$ cat config.mk
export PLATFORM = sky130hd
export DESIGN_NAME = lps_sequencer
export DESIGN_NICKNAME = d
export VERILOG_FILES = /design/src/rtl/lps_pkg.sv /design/src/rtl/lps_sequencer.sv /design/src/rtl/edge_sync.sv /design/src/rtl/persist_filter.sv
export SDC_FILE = /design/constraint.sdc
export NUM_CORES = 1
export LEC_CHECK = 0
export BUFFER_PORTS_ARGS = -buffer_cell sky130_fd_sc_hd__buf_2
export CORE_ASPECT_RATIO = 1.4
export CORE_MARGIN = 2
export CORE_UTILIZATION = 59
export CTS_BUF_LIST = sky130_fd_sc_hd__clkbuf_8 sky130_fd_sc_hd__clkbuf_16
export DETAILED_ROUTE_END_ITERATION = 10
export PLACE_DENSITY = 0.77
export RECOVER_POWER = 100
export SYNTH_ARGS = -nofsm -noshare
export SYNTH_HDL_FRONTEND = slang
export SYNTH_HIERARCHICAL = 1
export SYNTH_SLANG_ARGS = --single-unit
$ cat constraint.sdc
create_clock -name CLK -period 5.2 [get_ports CLK]
set_input_delay 0.52 -clock CLK [delete_from_list [all_inputs] [get_ports CLK]]
set_output_delay 0.52 -clock CLK [all_outputs]
set_load 0.05 [all_outputs]
$ cat src/rtl/lps_pkg.sv
// Constants shared by the light and proximity sense sequencer.
// Assumes an 8-bit register port and a 16-bit conversion result.
package lps_pkg;

    // -------------------------------------------------------------------
    // Register addresses
    // -------------------------------------------------------------------
    localparam logic [3:0] ADDR_FIRST_CTRL  = 4'h0;
    localparam logic [3:0] ADDR_SECOND_CTRL = 4'h1;
    localparam logic [3:0] ADDR_DATA_LSB    = 4'h2;
    localparam logic [3:0] ADDR_DATA_MSB    = 4'h3;
    localparam logic [3:0] ADDR_LOW_LSB     = 4'h4;
    localparam logic [3:0] ADDR_LOW_MSB     = 4'h5;
    localparam logic [3:0] ADDR_HIGH_LSB    = 4'h6;
    localparam logic [3:0] ADDR_HIGH_MSB    = 4'h7;
    localparam logic [3:0] ADDR_TEST        = 4'h8;
    localparam logic [3:0] ADDR_IRQ_STATUS  = 4'h9;
    localparam logic [3:0] ADDR_IRQ_ENABLE  = 4'hA;
    localparam logic [3:0] ADDR_IRQ_CLEAR   = 4'hB;

    // -------------------------------------------------------------------
    // Field layout and reset values
    // -------------------------------------------------------------------
    localparam int         MODE_MSB      = 7;
    localparam int         MODE_LSB      = 5;
    localparam int         FLAG_BIT      = 2;
    localparam int         SCHEME_BIT    = 7;
    localparam int         FREQ_BIT      = 6;
    localparam int         CURRENT_LSB   = 4;
    localparam int         RES_LSB       = 2;
    localparam int         RANGE_LSB     = 0;
    localparam logic [7:0] FIRST_WMASK   = 8'hE3;
    localparam logic [7:0] CTRL_RESET    = 8'h00;
    localparam logic [15:0] LOW_RESET    = 16'h0000;
    localparam logic [15:0] HIGH_RESET   = 16'hFFFF;
    localparam logic [15:0] DATA_RESET   = 16'h0000;
    localparam int         IRQ_DONE      = 0;
    localparam int         IRQ_ALARM     = 1;

    // -------------------------------------------------------------------
    // Operation modes
    // -------------------------------------------------------------------
    typedef enum logic [2:0] {
        MODE_OFF      = 3'b000,
        MODE_ALS_ONCE = 3'b001,
        MODE_IR_ONCE  = 3'b010,
        MODE_PRX_ONCE = 3'b011,
        MODE_RESERVED = 3'b100,
        MODE_ALS_CONT = 3'b101,
        MODE_IR_CONT  = 3'b110,
        MODE_PRX_CONT = 3'b111
    } mode_t;

    typedef enum logic [1:0] {
        SENSE_ALS = 2'b00,
        SENSE_IR  = 2'b01,
        SENSE_PRX = 2'b10
    } sense_t;

    // Persistence counts for codes 00, 01, 10, 11.
    localparam logic [4:0] PERSIST_0 = 5'h01;
    localparam logic [4:0] PERSIST_1 = 5'h04;
    localparam logic [4:0] PERSIST_2 = 5'h08;
    localparam logic [4:0] PERSIST_3 = 5'h10;

    // Result is shifted right by this many bits per resolution step,
    // giving 16, 12, 8 or 4 bits for codes 00 to 11.
    localparam int         RES_STEP   = 4;
    localparam int         FULL_BITS  = 16;

endpackage

$ cat src/rtl/lps_sequencer.sv
// Light and proximity sense sequencer: registers, mode control,
// conversion counter, threshold alarm and interrupt logic.
// Assumes LIGHT_LEVEL comes from the front end on CLK and is stable
// at the end of each conversion; OSC_CLK is asynchronous to CLK.
//
// The strobed register port and the address map were chosen for this implementation.
`timescale 1ns/1ps

// Function
// - Start powered down, no conversion.
// - Result registers zero after reset.
// - Single-shot converts once, then powers down.
// - Continuous converts back to back until off.
// - Six measurement modes, switchable freely.
// - Oscillator drives 4/8/12/16-bit conversion counter.
// - Light and infrared results unsigned n bits.
// - Proximity drives LED with set current, modulation.
// - Alarm open-drain active low, status readable.
// - Alarm when level leaves threshold window.
// - Alarm needs persisting out-of-window cycles.
// - Four selectable full-scale ranges.
// - First control bits 7..5 select mode.
// - Persistence codes give 1, 4, 8, 16.
// - Alarm holds until first control byte access.
// - Resolution codes give 65536..16 oscillator cycles.
module lps_sequencer #(
    parameter int DW = 16
) (
    // Clock and reset
    input  wire logic          CLK,
    input  wire logic          RST,
    // Register port
    input  wire logic [3:0]    ADDR,
    input  wire logic [7:0]    WDATA,
    input  wire logic          WR,
    input  wire logic          WR_CONT,
    input  wire logic          RD,
    output logic      [7:0]    RDATA,
    // Front end
    input  wire logic          OSC_CLK,
    input  wire logic [DW-1:0] LIGHT_LEVEL,
    output logic      [1:0]    SENSE_SEL,
    output logic      [1:0]    RANGE_SEL,
    output logic               CONVERTING,
    // Infrared LED driver
    output logic               IR_LED_DRIVE,
    output logic      [1:0]    IR_LED_CURRENT,
    // Alarm and interrupt
    output logic               ALARM_O,
    output logic               ALARM_OE_N,
    output logic               IRQ
);
    // -------------------------------------------------------------------
    // Registers
    // -------------------------------------------------------------------
    logic [7:0]    first_ctrl;
    logic [7:0]    second_ctrl;
    logic [DW-1:0] result;
    logic [DW-1:0] thr_low;
    logic [DW-1:0] thr_high;
    logic          flag;
    logic [1:0]    irq_status;
    logic [1:0]    irq_enable;
    logic [3:0]    last_addr;
    logic [DW-1:0] conv_cnt;
    logic          mod_phase;

    // -------------------------------------------------------------------
    // Decode
    // -------------------------------------------------------------------
    wire [3:0] wr_addr    = WR_CONT ? last_addr + 4'h1 : ADDR;
    wire       wr_first   = WR && wr_addr == lps_pkg::ADDR_FIRST_CTRL;
    wire       wr_second  = WR && wr_addr == lps_pkg::ADDR_SECOND_CTRL;
    wire       wr_low_l   = WR && wr_addr == lps_pkg::ADDR_LOW_LSB;
    wire       wr_low_h   = WR && wr_addr == lps_pkg::ADDR_LOW_MSB;
    wire       wr_high_l  = WR && wr_addr == lps_pkg::ADDR_HIGH_LSB;
    wire       wr_high_h  = WR && wr_addr == lps_pkg::ADDR_HIGH_MSB;
    wire       wr_ien     = WR && wr_addr == lps_pkg::ADDR_IRQ_ENABLE;
    wire       wr_iclr    = WR && wr_addr == lps_pkg::ADDR_IRQ_CLEAR;
    wire       first_xfer = wr_first || (RD && ADDR == lps_pkg::ADDR_FIRST_CTRL);

    lps_pkg::mode_t mode;
    assign mode = lps_pkg::mode_t'(first_ctrl[lps_pkg::MODE_MSB:lps_pkg::MODE_LSB]);

    wire       running  = mode != lps_pkg::MODE_OFF && mode != lps_pkg::MODE_RESERVED;
    wire       one_shot = !first_ctrl[lps_pkg::MODE_MSB];
    wire [1:0] sense    = first_ctrl[lps_pkg::MODE_LSB+1:lps_pkg::MODE_LSB] - 2'b01;
    wire       is_prx   = running && sense == lps_pkg::SENSE_PRX;
    wire       scheme1  = second_ctrl[lps_pkg::SCHEME_BIT];
    wire [1:0] res_code = second_ctrl[lps_pkg::RES_LSB+1:lps_pkg::RES_LSB];
    wire [1:0] per_code = first_ctrl[1:0];

    // -------------------------------------------------------------------
    // Conversion timing
    // -------------------------------------------------------------------
    logic osc_tick;

    edge_sync osc_sync (
        .clk      (CLK),
        .rst      (RST),
        .async_in (OSC_CLK),
        .rise     (osc_tick)
    );

    // Shift is 4 x code, so the last count is 2^(16-shift)-1.
    wire [4:0]    shift    = {1'b0, res_code, 2'b00};
    wire [DW-1:0] cnt_last = {DW{1'b1}} >> shift;
    wire          conv_end = running && osc_tick && conv_cnt == cnt_last && !wr_first;

    // Ambient and infrared are unsigned n bits; scheme 1 proximity keeps its sign.
    wire          signed_cmp = is_prx && scheme1;
    wire [DW-1:0] shaped_u   = LIGHT_LEVEL >> shift;
    wire [DW-1:0] shaped_s   = DW'($signed(LIGHT_LEVEL) >>> shift);
    wire [DW-1:0] shaped     = signed_cmp ? shaped_s : shaped_u;

    // -------------------------------------------------------------------
    // Threshold window and persistence
    // -------------------------------------------------------------------
    wire above_u = shaped > thr_high;
    wire below_u = shaped < thr_low;
    wire above_s = $signed(shaped) > $signed(thr_high);
    wire below_s = $signed(shaped) < $signed(thr_low);
    wire outside = signed_cmp ? (above_s || below_s) : (above_u || below_u);

    logic [4:0] persist_limit;
    always_comb begin
        unique case (per_code)
            2'b00: persist_limit = lps_pkg::PERSIST_0;
            2'b01: persist_limit = lps_pkg::PERSIST_1;
            2'b10: persist_limit = lps_pkg::PERSIST_2;
            2'b11: persist_limit = lps_pkg::PERSIST_3;
        endcase
    end

    logic alarm_fire;

    persist_filter #(
        .CW (5)
    ) persist (
        .clk     (CLK),
        .rst     (RST),
        .restart (wr_first),
        .sample  (conv_end),
        .outside (outside),
        .limit   (persist_limit),
        .fire    (alarm_fire)
    );

    wire       next_flag   = alarm_fire || (flag && !first_xfer);
    wire [1:0] irq_events  = {alarm_fire, conv_end};
    wire [1:0] next_status = irq_events | (irq_status & ~(wr_iclr ? WDATA[1:0] : 2'b00));

    // -------------------------------------------------------------------
    // Register writes and mode control
    // -------------------------------------------------------------------
    always_ff @(posedge CLK or posedge RST) begin
        if (RST) begin
            first_ctrl <= lps_pkg::CTRL_RESET;
        end else if (wr_first) begin
            first_ctrl <= WDATA & lps_pkg::FIRST_WMASK;
        end else if (conv_end && one_shot) begin
            first_ctrl[lps_pkg::MODE_MSB:lps_pkg::MODE_LSB] <= lps_pkg::MODE_OFF;
        end
    end

    always_ff @(posedge CLK or posedge RST) begin
        if (RST) begin
            second_ctrl <= lps_pkg::CTRL_RESET;
            thr_low     <= lps_pkg::LOW_RESET;
            thr_high    <= lps_pkg::HIGH_RESET;
            irq_enable  <= 2'b00;
            last_addr   <= 4'h0;
        end else begin
            if (WR) last_addr <= wr_addr;
            if (wr_second) second_ctrl <= WDATA;
            if (wr_low_l) thr_low[7:0] <= WDATA;
            if (wr_low_h) thr_low[15:8] <= WDATA;
            if (wr_high_l) thr_high[7:0] <= WDATA;
            if (wr_high_h) thr_high[15:8] <= WDATA;
            if (wr_ien) irq_enable <= WDATA[1:0];
        end
    end

    // -------------------------------------------------------------------
    // Conversion and result
    // -------------------------------------------------------------------
    always_ff @(posedge CLK or posedge RST) begin
        if (RST) begin
            conv_cnt <= '0;
        end else if (!running || wr_first || wr_second || conv_end) begin
            // A new resolution restarts the count, so it never passes the end.
            conv_cnt <= '0;
        end else if (osc_tick) begin
            conv_cnt <= conv_cnt + {{(DW-1){1'b0}}, 1'b1};
        end
    end

    always_ff @(posedge CLK or posedge RST) begin
        if (RST) begin
            result <= lps_pkg::DATA_RESET;
        end else if (conv_end) begin
            result <= shaped;
        end
    end

    // -------------------------------------------------------------------
    // Alarm, interrupt and outputs
    // -------------------------------------------------------------------
    always_ff @(posedge CLK or posedge RST) begin
        if (RST) begin
            flag       <= 1'b0;
            irq_status <= 2'b00;
            ALARM_OE_N <= 1'b1;
            ALARM_O    <= 1'b0;
            IRQ        <= 1'b0;
        end else begin
            flag       <= next_flag;
            irq_status <= next_status;
            ALARM_OE_N <= !next_flag;
            ALARM_O    <= 1'b0;
            IRQ        <= |(next_status & irq_enable);
        end
    end

    always_ff @(posedge CLK or posedge RST) begin
        if (RST) begin
            mod_phase <= 1'b0;
        end else if (!is_prx) begin
            mod_phase <= 1'b0;
        end else if (osc_tick) begin
            mod_phase <= !mod_phase;
        end
    end

    wire led_on = is_prx && (!second_ctrl[lps_pkg::FREQ_BIT] || !mod_phase);

    always_ff @(posedge CLK or posedge RST) begin
        if (RST) begin
            IR_LED_DRIVE   <= 1'b0;
            IR_LED_CURRENT <= 2'b00;
            RANGE_SEL      <= 2'b00;
            SENSE_SEL      <= lps_pkg::SENSE_ALS;
            CONVERTING     <= 1'b0;
        end else begin
            IR_LED_DRIVE   <= led_on;
            IR_LED_CURRENT <= second_ctrl[lps_pkg::CURRENT_LSB+1:lps_pkg::CURRENT_LSB];
            RANGE_SEL      <= second_ctrl[lps_pkg::RANGE_LSB+1:lps_pkg::RANGE_LSB];
            SENSE_SEL      <= sense;
            CONVERTING     <= running;
        end
    end

    // -------------------------------------------------------------------
    // Read path
    // -------------------------------------------------------------------
    logic [7:0] rd_mux;
    always_comb begin
        rd_mux = 8'h00;
        case (ADDR)
            lps_pkg::ADDR_FIRST_CTRL: begin
                rd_mux = first_ctrl;
                rd_mux[lps_pkg::FLAG_BIT] = flag;
            end
            lps_pkg::ADDR_SECOND_CTRL: rd_mux = second_ctrl;
            lps_pkg::ADDR_DATA_LSB:    rd_mux = result[7:0];
            lps_pkg::ADDR_DATA_MSB:    rd_mux = result[15:8];
            lps_pkg::ADDR_LOW_LSB:     rd_mux = thr_low[7:0];
            lps_pkg::ADDR_LOW_MSB:     rd_mux = thr_low[15:8];
            lps_pkg::ADDR_HIGH_LSB:    rd_mux = thr_high[7:0];
            lps_pkg::ADDR_HIGH_MSB:    rd_mux = thr_high[15:8];
            lps_pkg::ADDR_IRQ_STATUS:  rd_mux = {6'h00, irq_status};
            lps_pkg::ADDR_IRQ_ENABLE:  rd_mux = {6'h00, irq_enable};
            default:                   rd_mux = 8'h00;
        endcase
    end

    always_ff @(posedge CLK or posedge RST) begin
        if (RST) begin
            RDATA <= 8'h00;
        end else begin
            RDATA <= RD ? rd_mux : 8'h00;
        end
    end
endmodule

$ cat src/rtl/edge_sync.sv
// Two-flop synchroniser with rising-edge detector.
// Assumes the input is asynchronous to CLK.
`timescale 1ns/1ps
module edge_sync (
    // Clock and reset
    input  wire logic clk,
    input  wire logic rst,
    // Signal
    input  wire logic async_in,
    output logic      rise
);
    logic meta;
    logic stable;
    logic stable_d;

    always_ff @(posedge clk or posedge rst) begin
        if (rst) begin
            meta     <= 1'b0;
            stable   <= 1'b0;
            stable_d <= 1'b0;
        end else begin
            meta     <= async_in;
            stable   <= meta;
            stable_d <= stable;
        end
    end

    assign rise = stable & ~stable_d;
endmodule

$ cat src/rtl/persist_filter.sv
// Counts consecutive out-of-window results and fires at the limit.
// Assumes one sample pulse per completed conversion.
`timescale 1ns/1ps
module persist_filter #(
    parameter int CW = 5
) (
    // Clock and reset
    input  wire logic          clk,
    input  wire logic          rst,
    // Samples
    input  wire logic          restart,
    input  wire logic          sample,
    input  wire logic          outside,
    input  wire logic [CW-1:0] limit,
    output logic               fire
);
    logic [CW-1:0] run;
    wire  [CW-1:0] run_inc = run + {{(CW-1){1'b0}}, 1'b1};

    assign fire = sample & outside & (run_inc >= limit);

    always_ff @(posedge clk or posedge rst) begin
        if (rst) begin
            run <= '0;
        end else if (restart || (sample && !outside)) begin
            run <= '0;
        end else if (sample && run_inc < limit) begin
            run <= run_inc;
        end
    end
endmodule

==> results_dict.tcl <==
set metrics [dict create \
    yosysMostFrequentCell "dfrtp_1" \
    clk_pin_slew_ns 0.05 \
    status "finished with violations" \
    grt_start_max_net_pins 62 \
    layout-drive-gt1-share_pct 20.5 \
    gp_congestion 0.902 \
    htreeDepth 4 \
    max_freq_ghz 0.237 \
    cts_hold_buffers 1 \
    ys.flop_type "dfrtp_1" \
    worstPathArrival_ns 4.52 \
    synth_fa_ha_area_share_pct 7.65 \
    die_area_um2 12200 \
    cts_sinks 113 \
    syn_inst 620 \
    grt_usage_pct 28.8 \
    synthDominantAreaCellType "dfrtp_1" \
    cts_tree "done" \
    worstMarginPinSlew_ns 2.32 \
    p_per_area_nw_per_um2 563 \
    die-height_um 130 \
    cellLeakagePower_nw 3.48 \
    vias_per_cell 6.13 \
    vias 5068 \
    grt_setup_unrepaired "no" \
    crit_slowest_cell "o311ai_0" \
    min_period_over_period_pct 81.1 \
    path_class "in2reg" \
    die_x_um 94.1 \
    drt-initial-drc-count 397 \
    maxSlewViolCount 169 \
    avgSynthCellArea_um2 10.8 \
    hpwlAfterDp_um 12000 \
    grt_pass1_wl_um 26700 \
    post_cts_buffers 0 \
    fp-row-count 46 \
    ios 53 \
    violations "max-capacitance violations, max-slew violations" \
    ir_drop_v 0.000279 \
    core-area_um2 11200 \
    syn_area_um2 6710 \
    final-setup-viol-count 0 \
    wl_per_cell_um 20.3 \
    end_kind "register" \
    relSlewSlack_pct -56.6 \
    ys_warn_count 6 \
    synth_common_cells "dfrtp_1, nor2_1, inv_1" \
    crit_chain "clkbuf_1 -> nor3_1 -> o21ai_2 -> o311ai_0 -> buf_4 -> a21bo_2 -> a22o_1" \
    area_growth_pct 12.2 \
    max_stage_delay_ns 1.81 \
    finClkSkew_ns 0.00809 \
    grt-ovfl-total 0 \
    netlist_top_cells_area "dfrtp_1, ha_1, dfstp_2" \
    clockBufferDepth 2 \
    grt_pass1_vias 5221 \
    synth-compound-area-share_pct 10.6 \
    cp-start-kind "primary input" \
    hold_path.class "in2reg" \
    hold_viol 0 \
    drc 0 \
    cts_resized 0 \
    firstDrtPassIters 5 \
    tns_ns 0 \
    port-buffer-count 51 \
    yosys.area_share.simple_pct 13.5 \
    initial_core_util_pct 59.7 \
    synthMuxAreaShare_pct 18.1 \
    cp.required_ns 5.50 \
    clk-insertion-delay-late_ns 0.41 \
    async_flop_share_pct 100 \
    synth_top_area_share_pct 35.8 \
    drt_wl_total_um 16800 \
    cts_buffers 17 \
    diodes 0 \
    ys_ff_latch 113 \
    synth_xor_area_share_pct 2.74 \
    synth.distinct_cells 67 \
    ant_nets 0 \
    p_total_w 0.00424 \
    layout.nets 745 \
    yosysSeqAreaShare_pct 42.5 \
    root_buffer "clkbuf_16" \
    finalCriticalPeriod_ns 4.22 \
    cap_viol_max_count 5 \
    synth-edff-count 0 \
    cp_max_fo 32 \
    synth_top_family_by_area "multiplexers" \
    antenna_found_initial 0 \
]
-- logic make-up (layout without fill, tap and decap cells) --
| logic type | after synthesis | after routing |
|---|---|---|
| buffers and inverters | 75 | 137 |
| XOR/XNOR | 21 | 21 |
| AND/OR/NAND/NOR | 172 | 172 |
| flip-flops | 113 | 113 |
| multiplexers | 97 | 97 |
| adder cells (fa/ha/maj) | 41 | 41 |
| AO/OA/AOI/OAI | 100 | 100 |
| other | 1 | 2 |
-- cell usage in the layout (no fill, tap or decap), types with 7 or more instances in the layout --
cell type | synthesis | layout
xor2_1 | 12 | 12
clkbuf_16 | 0 | 17
nor2b_1 | 14 | 15
mux2_2 | 39 | 39
mux2i_1 | 15 | 15
a21oi_1 | 21 | 23
nand2_1 | 26 | 26
nand3_1 | 16 | 16
buf_2 | 2 | 30
dfstp_2 | 17 | 17
o21ai_0 | 13 | 16
nor2_1 | 52 | 52
mux2_1 | 20 | 31
nand2b_1 | 13 | 13
nand4_1 | 16 | 16
dfrtp_1 | 96 | 96
nor3_1 | 6 | 8
a21o_1 | 7 | 7
xnor2_1 | 9 | 9
inv_1 | 50 | 51
clkbuf_1 | 14 | 22
ha_1 | 41 | 41
-- cell type report --
type / instances / area, µm²
clock buffer: 21 / 480
fill: 906 / 3700
inverter: 50 / 189
timing repair buffer: 55 / 255
sequential: 113 / 2850
clock inverter: 11 / 136
multi-input combinational: 433 / 3430
tap: 144 / 180
-- worst paths after layout --
check	from	endpoint	slack, ns	cells after the start
setup / recovery	ADDR[1]	IRQ	0.98	7
hold / removal	OSC_CLK	osc_sync/meta	0.21	1
setup reg to reg	last_addr[0]	IRQ	1.10	7
hold reg to reg	osc_sync/meta	osc_sync/stable	0.36	0
max in group asynchronous	RST	thr_low[11]	1.81	4
min in group asynchronous	RST	osc_sync/stable	0.56	3
-- state kept, by name, indices dropped and copies added (netlist names), 2 cells and up --
| name | cells |
|---|---|
| irq_enable | 2 |
| SENSE_SEL | 2 |
| irq_status | 2 |
| persist/run | 5 |
| last_addr | 4 |
| second_ctrl | 8 |
| conv_cnt | 16 |
| first_ctrl | 5 |
| RDATA | 8 |
| thr_low | 16 |
| RANGE_SEL | 2 |
| IR_LED_CURRENT | 2 |
| thr_high | 16 |
| result | 16 |
-- critical path: cells and delay by family --
family	cells	cell delay [ns]
AO/OA/AOI/OAI	4	2.41
buffers and inverters	2	1.15
AND/OR/NAND/NOR	1	0.43
-- report_power, final --
part | leakage [nW] | internal, W | switching [W]
combinational | 1.74 | 0.000675 | 0.000938
sequential | 1.43 | 0.00117 | 0.000252
clock | 0.307 | 0.000798 | 0.000399
-- metal layers --
metal / vias to the layer above / share of wire [%] / global-route usage [%]
li1: 2309 / - / -
met1: 2500 / 40 / 34.7
met2: 194 / 50 / 48.9
met3: 65 / 5.8 / 5.77
met4: 0 / 4.6 / 15.1
met5: - / 0 / 0
-- per-stage QoR --
stage / utilization, % / worst slack, ns / area [µm²] / instances / hold slack, ns
after CTS: 68.3 / 1.48 / 7670 / 827 / 0.205
after global placement: 62.7 / 1.60 / 7040 / 794 / 0.338
final: 67.0 / 0.983 / 7520 / 827 / 0.211
after global routing: 67.0 / 0.667 / 7520 / 827 / 0.212
after detailed placement: 62.7 / 1.48 / 7040 / 794 / 0.348
after floorplan: - / 1.67 / 6710 / 621 / 0.274
No activity file was read; power rests on OpenSTA's default activity.
